$ cat src/pkg/gate_switch_pkg.sv
// shared types and constants for the gate switch logic
package gate_switch_pkg;

  // magnet holding-force test length at power-up, in us
  localparam int unsigned force_test_us     = 1000;
  localparam int unsigned clk_mhz           = 25;
  localparam int unsigned force_test_cycles = force_test_us * clk_mhz;
  localparam logic [15:0] force_test_last   =
    16'(force_test_cycles - 1);
  localparam logic [15:0] count_zero        = 16'h0000;
  localparam logic [15:0] count_step        = 16'h0001;

  typedef enum logic [1:0]
  {
    feas_normal  = 2'b00,
    feas_unequal = 2'b01,
    feas_locked  = 2'b10
  } feas_state_type;

  typedef struct packed
  {
    logic ch1;
    logic ch2;
  } safety_pair_type;

  typedef struct packed
  {
    logic winding_open;
    logic winding_short;
    logic force_ok;
  } magnet_sense_type;

endpackage

$ cat src/rtl/gate_switch.sv
// control logic of the coded gate switch with magnetic locking
//
// Contract
// - outputs high only with actuator, inputs, lock and force test good.
// - any failing condition drives both safety outputs low.
// - gate closed output follows actuator presence alone.
// - one input falling while the other stays high flags unequal inputs.
// - fallen input rising again: feasibility error, lock, outputs off.
// - normal operation resumes only after both inputs were low together.
// - after the force test the magnet is on only with lock command high and actuator present; during the test it is held on.
// - the holding force is tested at power-up and gates the outputs.
// - an open or shorted winding while energised after the force test forces both outputs low.
// - forced opening while locked drops both outputs.
// - any matching coded actuator is accepted on entry without teach-in.
// - a lock request that fails to lock shows a lock fault.
`timescale 1ns/1ns
module gate_switch
(
  input  wire logic                              sys_clk,
  input  wire logic                              rst_b,
  input  wire logic                              actuator_present,
  input  wire gate_switch_pkg::safety_pair_type  safety_in,
  input  wire logic                              lock_command_in,
  input  wire gate_switch_pkg::magnet_sense_type magnet_sense,
  output logic                                   safety_out_ch1,
  output logic                                   safety_out_ch2,
  output logic                                   gate_closed_out,
  output logic                                   magnet_on,
  output logic                                   unequal_out,
  output logic                                   feas_error_out,
  output logic                                   lock_fault_out,
  output logic                                   winding_fault_out
);

  logic        inputs_ok;
  logic        unequal;
  logic        feas_error;
  logic [15:0] test_cnt_q;
  logic [15:0] test_cnt_d;
  logic        test_done_q;
  logic        test_done_d;
  logic        force_ok_q;
  logic        force_ok_d;
  logic        wind_q;
  logic        wind_d;
  logic        out_q;
  logic        out_d;
  logic        magnet_q;
  logic        magnet_d;
  logic        gate_q;
  logic        gate_d;
  logic        unequal_q;
  logic        unequal_d;
  logic        feas_q;
  logic        feas_d;
  logic        lock_fault_q;
  logic        lock_fault_d;

  // chained use works since each input is just one upstream output
  input_feasibility u_feas
  (
    .sys_clk    (sys_clk),
    .rst_b      (rst_b),
    .in_pair    (safety_in),
    .inputs_ok  (inputs_ok),
    .unequal    (unequal),
    .feas_error (feas_error)
  );

  // force test group
  always_comb
  begin
    test_cnt_d  = test_cnt_q;
    test_done_d = test_done_q;
    force_ok_d  = force_ok_q;
    // force test runs once after reset, magnet held on meanwhile
    if (!test_done_q)
    begin
      if (test_cnt_q == gate_switch_pkg::force_test_last)
      begin
        test_done_d = 1'b1;
        force_ok_d  = magnet_sense.force_ok;
      end
      else
      begin
        test_cnt_d = test_cnt_q + gate_switch_pkg::count_step;
      end
    end
  end

  always_ff @(posedge sys_clk)
  begin
    if (!rst_b)
    begin
      test_cnt_q  <= gate_switch_pkg::count_zero;
      test_done_q <= 1'b0;
      force_ok_q  <= 1'b0;
    end
    else
    begin
      test_cnt_q  <= test_cnt_d;
      test_done_q <= test_done_d;
      force_ok_q  <= force_ok_d;
    end
  end

  // magnet drive group
  always_comb
  begin
    magnet_d = 1'b1;
    if (test_done_q)
    begin
      magnet_d = lock_command_in && actuator_present;
    end
  end

  always_ff @(posedge sys_clk)
  begin
    if (!rst_b)
    begin
      magnet_q <= 1'b0;
    end
    else
    begin
      magnet_q <= magnet_d;
    end
  end

  // winding fault latches until reset: supply cycle is the remedy
  always_comb
  begin
    wind_d = wind_q || (magnet_q && test_done_q &&
             (magnet_sense.winding_open ||
              magnet_sense.winding_short));
  end

  always_ff @(posedge sys_clk)
  begin
    if (!rst_b)
    begin
      wind_q <= 1'b0;
    end
    else
    begin
      wind_q <= wind_d;
    end
  end

  // actuator leaving range drops outputs even while locked
  always_comb
  begin
    out_d = actuator_present && inputs_ok && lock_command_in &&
            test_done_q && force_ok_q && !wind_q &&
            !feas_error;
  end

  always_ff @(posedge sys_clk)
  begin
    if (!rst_b)
    begin
      out_q <= 1'b0;
    end
    else
    begin
      out_q <= out_d;
    end
  end

  // status flags, one cycle behind their sources
  always_comb
  begin
    gate_d    = actuator_present;
    unequal_d = unequal;
    feas_d    = feas_error;
  end

  always_ff @(posedge sys_clk)
  begin
    if (!rst_b)
    begin
      gate_q    <= 1'b0;
      unequal_q <= 1'b0;
      feas_q    <= 1'b0;
    end
    else
    begin
      gate_q    <= gate_d;
      unequal_q <= unequal_d;
      feas_q    <= feas_d;
    end
  end

  // request present but not locked; cleared by dropping the command
  always_comb
  begin
    lock_fault_d = lock_fault_q;
    if (!lock_command_in)
    begin
      lock_fault_d = 1'b0;
    end
    else if (test_done_q && (!actuator_present || !force_ok_q))
    begin
      lock_fault_d = 1'b1;
    end
  end

  always_ff @(posedge sys_clk)
  begin
    if (!rst_b)
    begin
      lock_fault_q <= 1'b0;
    end
    else
    begin
      lock_fault_q <= lock_fault_d;
    end
  end

  assign safety_out_ch1    = out_q;
  assign safety_out_ch2    = out_q;
  assign gate_closed_out   = gate_q;
  assign magnet_on         = magnet_q;
  assign unequal_out       = unequal_q;
  assign feas_error_out    = feas_q;
  assign lock_fault_out    = lock_fault_q;
  assign winding_fault_out = wind_q;

endmodule // gate_switch

$ cat src/rtl/input_feasibility.sv
// discrepancy monitor for the two safety input channels
`timescale 1ns/1ns
module input_feasibility
(
  input  wire logic                            sys_clk,
  input  wire logic                            rst_b,
  input  wire gate_switch_pkg::safety_pair_type in_pair,
  output logic                                 inputs_ok,
  output logic                                 unequal,
  output logic                                 feas_error
);

  gate_switch_pkg::feas_state_type state_q;
  gate_switch_pkg::feas_state_type state_d;
  gate_switch_pkg::safety_pair_type prev_q;
  logic                             armed_q;
  logic                             armed_d;

  always_comb
  begin
    state_d = state_q;
    armed_d = armed_q;
    // both low together re-arms the channels
    if (!in_pair.ch1 && !in_pair.ch2)
    begin
      armed_d = 1'b1;
    end
    case (state_q)
      gate_switch_pkg::feas_normal:
      begin
        if ((prev_q.ch1 && !in_pair.ch1 && in_pair.ch2) ||
            (prev_q.ch2 && !in_pair.ch2 && in_pair.ch1))
        begin
          state_d = gate_switch_pkg::feas_unequal;
        end
      end
      gate_switch_pkg::feas_unequal:
      begin
        if (in_pair.ch1 && in_pair.ch2)
        begin
          state_d = gate_switch_pkg::feas_locked;
          armed_d = 1'b0;
        end
        else if (!in_pair.ch1 && !in_pair.ch2)
        begin
          state_d = gate_switch_pkg::feas_normal;
        end
      end
      gate_switch_pkg::feas_locked:
      begin
        if (!in_pair.ch1 && !in_pair.ch2)
        begin
          state_d = gate_switch_pkg::feas_normal;
        end
      end
      default:
      begin
        state_d = gate_switch_pkg::feas_locked;
      end
    endcase
  end

  always_ff @(posedge sys_clk)
  begin
    if (!rst_b)
    begin
      state_q <= gate_switch_pkg::feas_normal;
      prev_q  <= '0;
      armed_q <= 1'b0;
    end
    else
    begin
      state_q <= state_d;
      prev_q  <= in_pair;
      armed_q <= armed_d;
    end
  end

  // both channels must have been low together since reset before enabling
  assign inputs_ok  = (state_q == gate_switch_pkg::feas_normal) &&
                      armed_q && in_pair.ch1 && in_pair.ch2;
  assign unequal    = (state_q == gate_switch_pkg::feas_unequal);
  assign feas_error = (state_q == gate_switch_pkg::feas_locked);

endmodule // input_feasibility

$ cat config.mk
export PLATFORM = sky130hd
export DESIGN_NAME = gate_switch
export DESIGN_NICKNAME = d
export VERILOG_FILES = /design/src/pkg/gate_switch_pkg.sv /design/src/rtl/gate_switch.sv /design/src/rtl/input_feasibility.sv
export SDC_FILE = /design/constraint.sdc
export NUM_CORES = 1
export LEC_CHECK = 0
export BUFFER_PORTS_ARGS = -buffer_cell sky130_fd_sc_hd__buf_2
export CORE_MARGIN = 2
export CORE_UTILIZATION = 59
export DETAILED_ROUTE_END_ITERATION = 8
export PLACE_DENSITY = 0.8
export SYNTH_ARGS = -nofsm -noshare
export SYNTH_HDL_FRONTEND = slang
export SYNTH_SLANG_ARGS = --single-unit
export TNS_END_PERCENT = 30
$ cat constraint.sdc
create_clock -name sys_clk -period 4.29 [get_ports sys_clk]
set_input_delay 0.6435 -clock sys_clk [delete_from_list [all_inputs] [get_ports sys_clk]]
set_output_delay 0.6435 -clock sys_clk [all_outputs]
set_load 0.01 [all_outputs]
* Word-level counts from Yosys, hierarchy flattened *
Cells that the tools add are included.

word-level totals
  output and inout bits = 8
  bits in registers = 30
  input bits = 9
  word-level logic and storage cells = 64

cells by class
  reductions and logical operators = 33
  bitwise logic cells = 2
  multiplexer cells = 10
  $add $sub $neg = 1
  equal/unequal tests = 4

operators with widths
  operator                 number
  $logic_and A1 B1 Y1      19
  $add A16 B1 Y16 const B  1
  $eq A16 B15 Y1 const B   1
  $logic_not A1 Y1         6
  $mux W1                  6
  $mux W2                  3
  $pmux W2 S3              1
  $reduce_and A2 Y1        3
  $logic_or A1 B1 Y1       4
  $eq A2 B1 Y1 const B     1
  $eq A2 B2 Y1 const B     1
  $logic_not A2 Y1         1
  $ne A2 B1 Y1 const B     1
  $not A1 Y1               2

* Depth between registers and ports, before layout *
Gate-level depths: netlist (run 1).

  depth after elaboration = 10
  gate-level depth with buffers = 5
  mapped depth without buffers = 5

* Modules after synthesis *
From an unflattened synthesis (run 1), not the netlist that was laid out.

second synthesis, totals
  cell total of the unflattened synthesis = 143
  area total of the unflattened synthesis = 1318.8 µm²

by module, submodules not included
  module             sequential area each (µm²)  area an instance (µm²)  cells an instance  times used
  gate_switch        500.5                       1096.1                  120                1
  input_feasibility  100.1                       222.7                   23                 1

* Worst setup path before layout (run 1) *
No wires, ideal clock.

  path type = reg-to-reg
  start point = register test_cnt_q[15]
  end point = register force_ok_q
  setup time = 0.116 ns
  buffers on the path = 0
  arrival time = 1.469 ns
  cell stages (with the launch flop) = 5
  required time = 4.174 ns
  setup slack = 2.705 ns
  clock period less this slack = 1.585 ns
  path through = dfxtp_1 or4_4 nor4_2 a21oi_1 a41o_1

on the way
  longest elaborated chain between the ends = 2

RTL lines
  what                                RTL line            source
  start, declared                     gate_switch.sv:38   logic [15:0] test_cnt_q;
  start signal, assigned              gate_switch.sv:95   test_cnt_q <= gate_switch_pkg::count_zero;
  start signal, assigned              gate_switch.sv:101  test_cnt_q <= test_cnt_d;
  $eq A16 B15 Y1                      gate_switch.sv:79   if (test_cnt_q == gate_switch_pkg::force_test_last)
  $reduce_and A2 Y1 (no source line)  -
  end signal, assigned                gate_switch.sv:103  force_ok_q <= force_ok_d;
  end, declared                       gate_switch.sv:42   logic force_ok_q;

No other way between the ends.
A chain may end at the register's enable or synchronous reset.

* Final worst setup path (run 1) *
Ends and elaborated chain as after synthesis.

==> impl_metrics.tcl, run 1 <==
set metrics [dict create \
    fin_ws_ps 2590 \
    relSlewSlack 0.693 \
    synth.top_cells.by_count "30 x dfxtp_1, 14 x nand2_1, 12 x and2_1" \
    criticalPathCategory "reg2reg" \
    crit_path_end_kind "register" \
    antenna_found_initial 0 \
    start_util 0.638 \
    power.switching_w 0.000110 \
    routed_wl_um 2380 \
    port_buffers 16 \
    drive_gt1_frac 0.181 \
    synth_top_area_cell "dfxtp_1" \
    grt_pass1_vias 951 \
    hold_ws_ps 468 \
    die_w_um 50.5 \
    cts_buffer_depth 2 \
    area_delta_synth_final_pct 12.1 \
    p_int_w 0.000375 \
    synth-edff-count 0 \
    antenna_left 0 \
    ys.flop_type "dfxtp_1" \
    synthTopCellsByArea "dfxtp_1 47%, and2_1 5.9%, nand2_1 4.1%, xor2_1 3.4%, mux2i_1 3.1%" \
    syn_inst 135 \
    rows 16 \
    hold_viol 0 \
    fin_area_mm2 0.00143 \
    fill_cells 172 \
    cts_resized 0 \
    die_y_um 50.5 \
    required_ps 4510 \
    ys_async_sr_fraction 0 \
    htreeDepth 2 \
    insertion_delay_ps 320 \
    grt_pass1_wl_um 4170 \
    skew_ps 6.34 \
    grt.total_usage 0.223 \
    synth.net_count 145 \
    total_leakage_power_nw 0.607 \
    clkSlewWorstSetupHoldPaths_ps 90 \
    synth_cell_types 35 \
    powerDensity_mw_per_mm2 338 \
    cts_root_buf "clkbuf_4" \
    die_area_mm2 0.00255 \
    fin_setup_tns_ps 0 \
    fp.coreArea_mm2 0.00200 \
    drt_iter0_markers 22 \
    critical_path.max_fanout 3 \
    peakVddDrop_uv 282 \
    seqPwrFrac 0.595 \
    status "finished, final reports clean" \
    avgSynthCellArea_um2 9.46 \
    fmax_mhz 589 \
    synth.most_common_cell "dfxtp_1" \
    ys_warn_count 0 \
    cap_violations 0 \
    p_clk_frac 0.356 \
    fin_crit_sh 0.396 \
    netlist.area_leader.share 0.470 \
    r2r_setup_slack_ps 2590 \
    grt_max_degree 34 \
    pin_count 17 \
    netSwitchingFraction 0.227 \
    vias 1014 \
    synth_area_mm2 0.00128 \
    worst_pin_slew_ps 461 \
    cts_tree "done" \
    cts.sinks 30 \
    wl_per_cell_um 13.1 \
    hold_buffers 0 \
    gp_congestion 0.785 \
    post_drt_via_cell_ratio 5.57 \
    antennaDiodeCount 0 \
    utilization 0.716 \
    crit_path_start_kind "register" \
    hp-class "reg2reg" \
    rsz0062_at_grt "false" \
    setup_viol 0 \
    drtPass1Iterations 4 \
    post_dp_cell_area_mm2 0.00137 \
    ys_seq_area_frac 0.470 \
    final_nets 164 \
    combPwrFrac 0.049 \
    finalCriticalPeriod_ps 1700 \
    hpwlAfterDp_um 1700 \
    cp_data_arrival_time_ps 1920 \
    finalMaxSlewViolations 0 \
    drc 0 \
    post-cts-setup-buffers 0 \
    place_ws_ps 2530 \
    yosys_register_bits 30 \
    cts_buffers 5 \
    grt_remaining_overflow 0 \
]
[power groups by stage]
stage               registers (W)   logic, W  clock network, W
finish                   0.000288  0.0000239          0.000172
detailed placement       0.000295  0.0000240                 0
floorplan                0.000295  0.0000143                 0
global placement         0.000294  0.0000231                 0
CTS                      0.000288  0.0000241          0.000176
global route             0.000289  0.0000276          0.000188
[kinds of logic (layout without fill, tap and decap cells)]
group	count (synthesis)	count (layout)	share of synthesized area
flops	30	30	0.470
buf+inv	7	27	0.0235
simple gates	66	66	0.305
xor+xnor	8	8	0.0549
compound gates	19	19	0.106
mux	4	4	0.0313
fa+ha+maj	1	1	0.00979
[routing by layer]
| metal | up-vias | wire length [um] | share of wire | track usage |
|---|---|---|---|---|
| li1 | 518 | - | - | - |
| met1 | 468 | 1050 | 0.44 | 0.262 |
| met2 | 21 | 1160 | 0.49 | 0.364 |
| met3 | 7 | 107 | 0.045 | 0.0714 |
| met4 | 0 | 59 | 0.025 | 0.113 |
| met5 | - | 0 | 0 | 0 |
[flip-flops by register name, indices dropped and copies added, names as in the netlist]
register	cells
test_cnt_q	16
u_feas.prev_q	2
u_feas.state_q	2
feas_error_out	1
force_ok_q	1
gate_closed_out	1
lock_fault_out	1
magnet_on	1
safety_out_ch1	1
test_done_q	1
u_feas.armed_q	1
unequal_out	1
winding_fault_out	1
[per-stage QoR]
step                total power [W]  instances
finish                     0.000485        182
global route               0.000504        182
CTS                        0.000489        182
detailed placement         0.000319        174
global placement           0.000318        174
floorplan                  0.000309        135
[worst max-delay path, stage by stage, from the launching register on]
cell and delay (ps):
dfxtp_1 330, or4_4 550, nor4_2 400, a21oi_1 120
a41o_1 200
[placed cells by master (no fill, tap or decap)]
| cell | Yosys | routed |
|---|---|---|
| a2111oi_0 | 1 | 1 |
| a21boi_0 | 4 | 4 |
| a21boi_1 | 1 | 1 |
| a21oi_1 | 2 | 2 |
| a41o_1 | 1 | 1 |
| and2_1 | 12 | 12 |
| and3_1 | 1 | 1 |
| and3b_1 | 1 | 1 |
| buf_2 | 0 | 16 |
| clkbuf_1 | 3 | 1 |
| clkbuf_4 | 0 | 5 |
| clkbuf_8 | 0 | 1 |
| clkinv_2 | 0 | 1 |
| dfxtp_1 | 30 | 30 |
| ha_1 | 1 | 1 |
| inv_1 | 3 | 3 |
| mux2i_1 | 4 | 4 |
| nand2_1 | 14 | 14 |
| nand2b_1 | 3 | 3 |
| nand3_1 | 3 | 3 |
| nand3b_1 | 3 | 3 |
| nand4_1 | 5 | 5 |
| nand4b_1 | 2 | 2 |
| nor2_1 | 4 | 4 |
| nor2b_1 | 2 | 2 |
| nor3_1 | 3 | 3 |
| nor4_1 | 5 | 5 |
| nor4_2 | 2 | 2 |
| o211a_1 | 1 | 1 |
| o21a_1 | 1 | 1 |
| o21ai_0 | 6 | 6 |
| o221a_2 | 1 | 1 |
| o311a_1 | 1 | 1 |
| or2_2 | 1 | 1 |
| or3_1 | 4 | 4 |
| or4_4 | 1 | 1 |
| xnor2_1 | 3 | 3 |
| xor2_1 | 5 | 5 |
[path summary, 6_finish.rpt]
path	start	cells after the start	endpoint
worst min register to register	u_feas.armed_q$_SDFF_PN0_	2	safety_out_ch1$_SDFF_PN0_
worst min-delay path	u_feas.armed_q$_SDFF_PN0_	2	safety_out_ch1$_SDFF_PN0_
worst max-delay path	test_cnt_q[15]$_SDFFE_PN0P_	4	force_ok_q$_SDFFE_PN0P_
worst max register to register	test_cnt_q[15]$_SDFFE_PN0P_	4	force_ok_q$_SDFFE_PN0P_
[layout make-up]
cell class                 count  area [um2]  area share
multi-input combinational     98         647       0.452
clock inverter                 1        5.00     0.00349
clock buffer                   7        55.1      0.0384
inverter                       3        11.3     0.00786
timing repair buffer          16        80.1      0.0559
tap                           27        33.8      0.0236
sequential                    30         601       0.419
No activity file was read; power rests on OpenSTA's default activity.
==> inputs of run 2 (changes only) <==
--- a/config.mk
+++ b/config.mk
@@ -5,11 +5,12 @@
 export SDC_FILE = /design/constraint.sdc
 export NUM_CORES = 1
 export LEC_CHECK = 0
+export ABC_AREA = 1
 export BUFFER_PORTS_ARGS = -buffer_cell sky130_fd_sc_hd__buf_2
 export CORE_MARGIN = 2
-export CORE_UTILIZATION = 59
+export CORE_UTILIZATION = 57
 export DETAILED_ROUTE_END_ITERATION = 8
-export PLACE_DENSITY = 0.8
+export PLACE_DENSITY = 0.77
 export SYNTH_ARGS = -nofsm -noshare
 export SYNTH_HDL_FRONTEND = slang
 export SYNTH_SLANG_ARGS = --single-unit
==> constraint.sdc (replaced) <==
create_clock -name sys_clk -period 1.7 [get_ports sys_clk]
set_input_delay 0.255 -clock sys_clk [delete_from_list [all_inputs] [get_ports sys_clk]]
set_output_delay 0.255 -clock sys_clk [all_outputs]
set_load 0.01 [all_outputs]
==> run 2 against run 1 <==
Clock skew grew 3.6 ps. Final area increased by 19%. Via count increased by 37%. Register-to-register slack lost 2400 ps. Synthesized cell count up 65%. Global-route usage decreased by 1.1 points. Synthesized area is 20% higher. Critical endpoint is now test_cnt_q[11]$_SDFFE_PN0P_. Largest cell class unchanged.
==> impl_metrics.tcl, run 2 <==
set metrics [dict create \
    grt_pass1_wl_um 5190 \
    htreeDepth 2 \
    insertion_delay_ps 330 \
    crit_path_frequent_cell "nand2_1" \
    total_leakage_power_nw 0.691 \
    largest_register_ffs 16 \
    fin_ws_ps 170 \
    place_ws_ps 145 \
    synth_area_mm2 0.00153 \
    crit_path_start_kind "register" \
    drt-met1-wl_um 1390 \
    start_util 0.608 \
    status "finished, final reports clean" \
    ys.flop_type "dfxtp_1" \
    met2_length_um 1500 \
    crit_path_end_kind "register" \
    setup_viol 0 \
    crit_chain "ha_2, inv_1, nor2_1, nand2_1, nor2_4, nand2_2, nand2_4, buf_4, nand2_1, a21oi_2" \
    hpwlAfterDp_um 2220 \
    worst_pin_slew_ps 309 \
    antennaDiodeCount 0 \
    min_from "actuator_present" \
    finalMaxSlewViolations 0 \
    fin_crit_sh 0.900 \
    avgSynthCellArea_um2 6.88 \
    synthTopCellsByArea "dfxtp_1 39%, nand2_1 16%, nor2_1 8.1%, a21oi_2 5.1%, inv_1 5.1%" \
    cts_buffer_depth 2 \
    dp_cells 264 \
    synth.top_cells.by_count "65 x nand2_1, 33 x nor2_1, 30 x dfxtp_1" \
    highest-signal-layer "met4" \
    cp-startpoint "test_cnt_q[0]$_SDFFE_PN0P_" \
    ys_seq_area_frac 0.392 \
    synth.most_common_cell "nand2_1" \
    critPathMaxStageDelay_ps 360 \
    cp_data_arrival_time_ps 1800 \
    synth_top_area_cell "dfxtp_1" \
    wl_per_cell_um 11.4 \
    drc 0 \
    grt_remaining_overflow 0 \
    grt_pass1_vias 1211 \
    hp-class "in2reg" \
    synth.net_count 233 \
    crit_buf_inv 2 \
    drtPass1Iterations 4 \
    ys_warn_count 0 \
    hold_viol 0 \
    final_common_cell "nand2_1" \
    cts_buffers 5 \
    reg.largest.list "test_cnt_q: 16 flops, u_feas.prev_q: 2 flops, u_feas.state_q: 2 flops" \
    port_buffers 16 \
    die_area_mm2 0.00312 \
    cap_violations 0 \
    vias 1385 \
    grt.total_usage 0.212 \
    crit_family "simple AND/OR/NAND/NOR gates" \
    antenna_found_initial 0 \
    routed_wl_um 3110 \
    ys_async_sr_fraction 0 \
    clkSlewWorstSetupHoldPaths_ps 90 \
    rr_startpoint "test_cnt_q[0]$_SDFFE_PN0P_" \
    drive_gt1_frac 0.198 \
    post_dp_cell_area_mm2 0.00162 \
    skew_ps 9.98 \
    pin_count 17 \
    die_y_um 55.9 \
    hold_buffers 0 \
    final_nets 251 \
    cts_tree "done" \
    finalPower_w 0.00136 \
    criticalPathCategory "reg2reg" \
    final-instance-count-excl-fill 272 \
    relSlewSlack 0.793 \
    gp_congestion 0.858 \
    drt_iter0_markers 35 \
    yosys_register_bits 30 \
    cts.sinks 30 \
    synth_cell_types 27 \
    fin_area_mm2 0.00170 \
    rsz0062_at_grt "false" \
    die_w_um 55.9 \
    finalCriticalPeriod_ps 1530 \
    required_ps 1970 \
    synth-edff-count 0 \
    cts_resized 0 \
    crit_slowest_cell "dfxtp_2" \
    wl_met3_um 165 \
    rows 18 \
    powerDensity_mw_per_mm2 801 \
    fin_setup_tns_ps 0 \
    regMostFlops "test_cnt_q" \
    critical_path.max_fanout 9 \
    netlist.area_leader.share 0.392 \
    cts_root_buf "clkbuf_4" \
    post-cts-setup-buffers 0 \
    peakVddDrop_uv 832 \
    final_cell_mix "65 x nand2_1, 33 x nor2_1, 28 x dfxtp_1, 21 x inv_1, 16 x buf_2" \
    area_delta_synth_final_pct 10.8 \
    syn_inst 223 \
    fmax_mhz 654 \
    fp.coreArea_mm2 0.00252 \
    antenna_left 0 \
    grt_max_degree 16 \
    post_drt_via_cell_ratio 5.09 \
]
-- run 2: logic make-up (layout without fill, tap and decap cells) --
logic type,count (synthesis),count (layout),share of synthesized area
AOI/OAI and AO/OA,26,26,0.114
xor gates and xnor gates,7,7,0.0400
adders and majority gates,1,1,0.00816
buffers and inverters,33,52,0.0954
DFF,30,30,0.392
and+or+nand+nor,126,126,0.351
-- run 2: power breakdown --
part           switching [W]   total, W  internal (W)
logic              0.0000428  0.0000703     0.0000275
registers          0.0000137   0.000734      0.000720
clock network       0.000254   0.000558      0.000304
total               0.000310    0.00136       0.00105
-- run 2: worst min-delay path: stages --
cell	delay, ps
buf_2	100
nand2_1	40
inv_1	40
-- run 2: final cells by class --
class,instances,area (um2)
fillers,243,822
clock buffers,5,37.5
multi-input cells,160,790
inverters,26,97.6
repair buffers,18,95.1
clock inverters,3,40.0
well taps,30,37.5
flip-flops and latches,30,603
-- run 2: metrics by stage --
| step | hold WS [ps] | utilization |
|---|---|---|
| 4_1_cts | 111 | 0.672 |
| 5_1_grt | 130 | 0.674 |
| 3_3_place_gp | 459 | 0.641 |
| 6_report | 124 | 0.674 |
| 3_5_place_dp | 461 | 0.641 |
| 2_1_floorplan | 348 | - |
-- run 2: per-layer routing --
layer | GRT usage | vias to the layer above
li1 | - | 736
met1 | 0.243 | 608
met2 | 0.369 | 34
met3 | 0.0628 | 7
met4 | 0.0816 | 0
met5 | 0 | -
-- run 2: final timing paths --
| check | endpoint | slack, ps | cells after the start |
|---|---|---|---|
| worst min register to register | force_ok_q$_SDFFE_PN0P_ | 480 | 2 |
| worst max-delay path | test_cnt_q[11]$_SDFFE_PN0P_ | 170 | 10 |
| worst max register to register | test_cnt_q[11]$_SDFFE_PN0P_ | 170 | 10 |
| worst min-delay path | gate_closed_out$_SDFF_PN0_ | 120 | 3 |
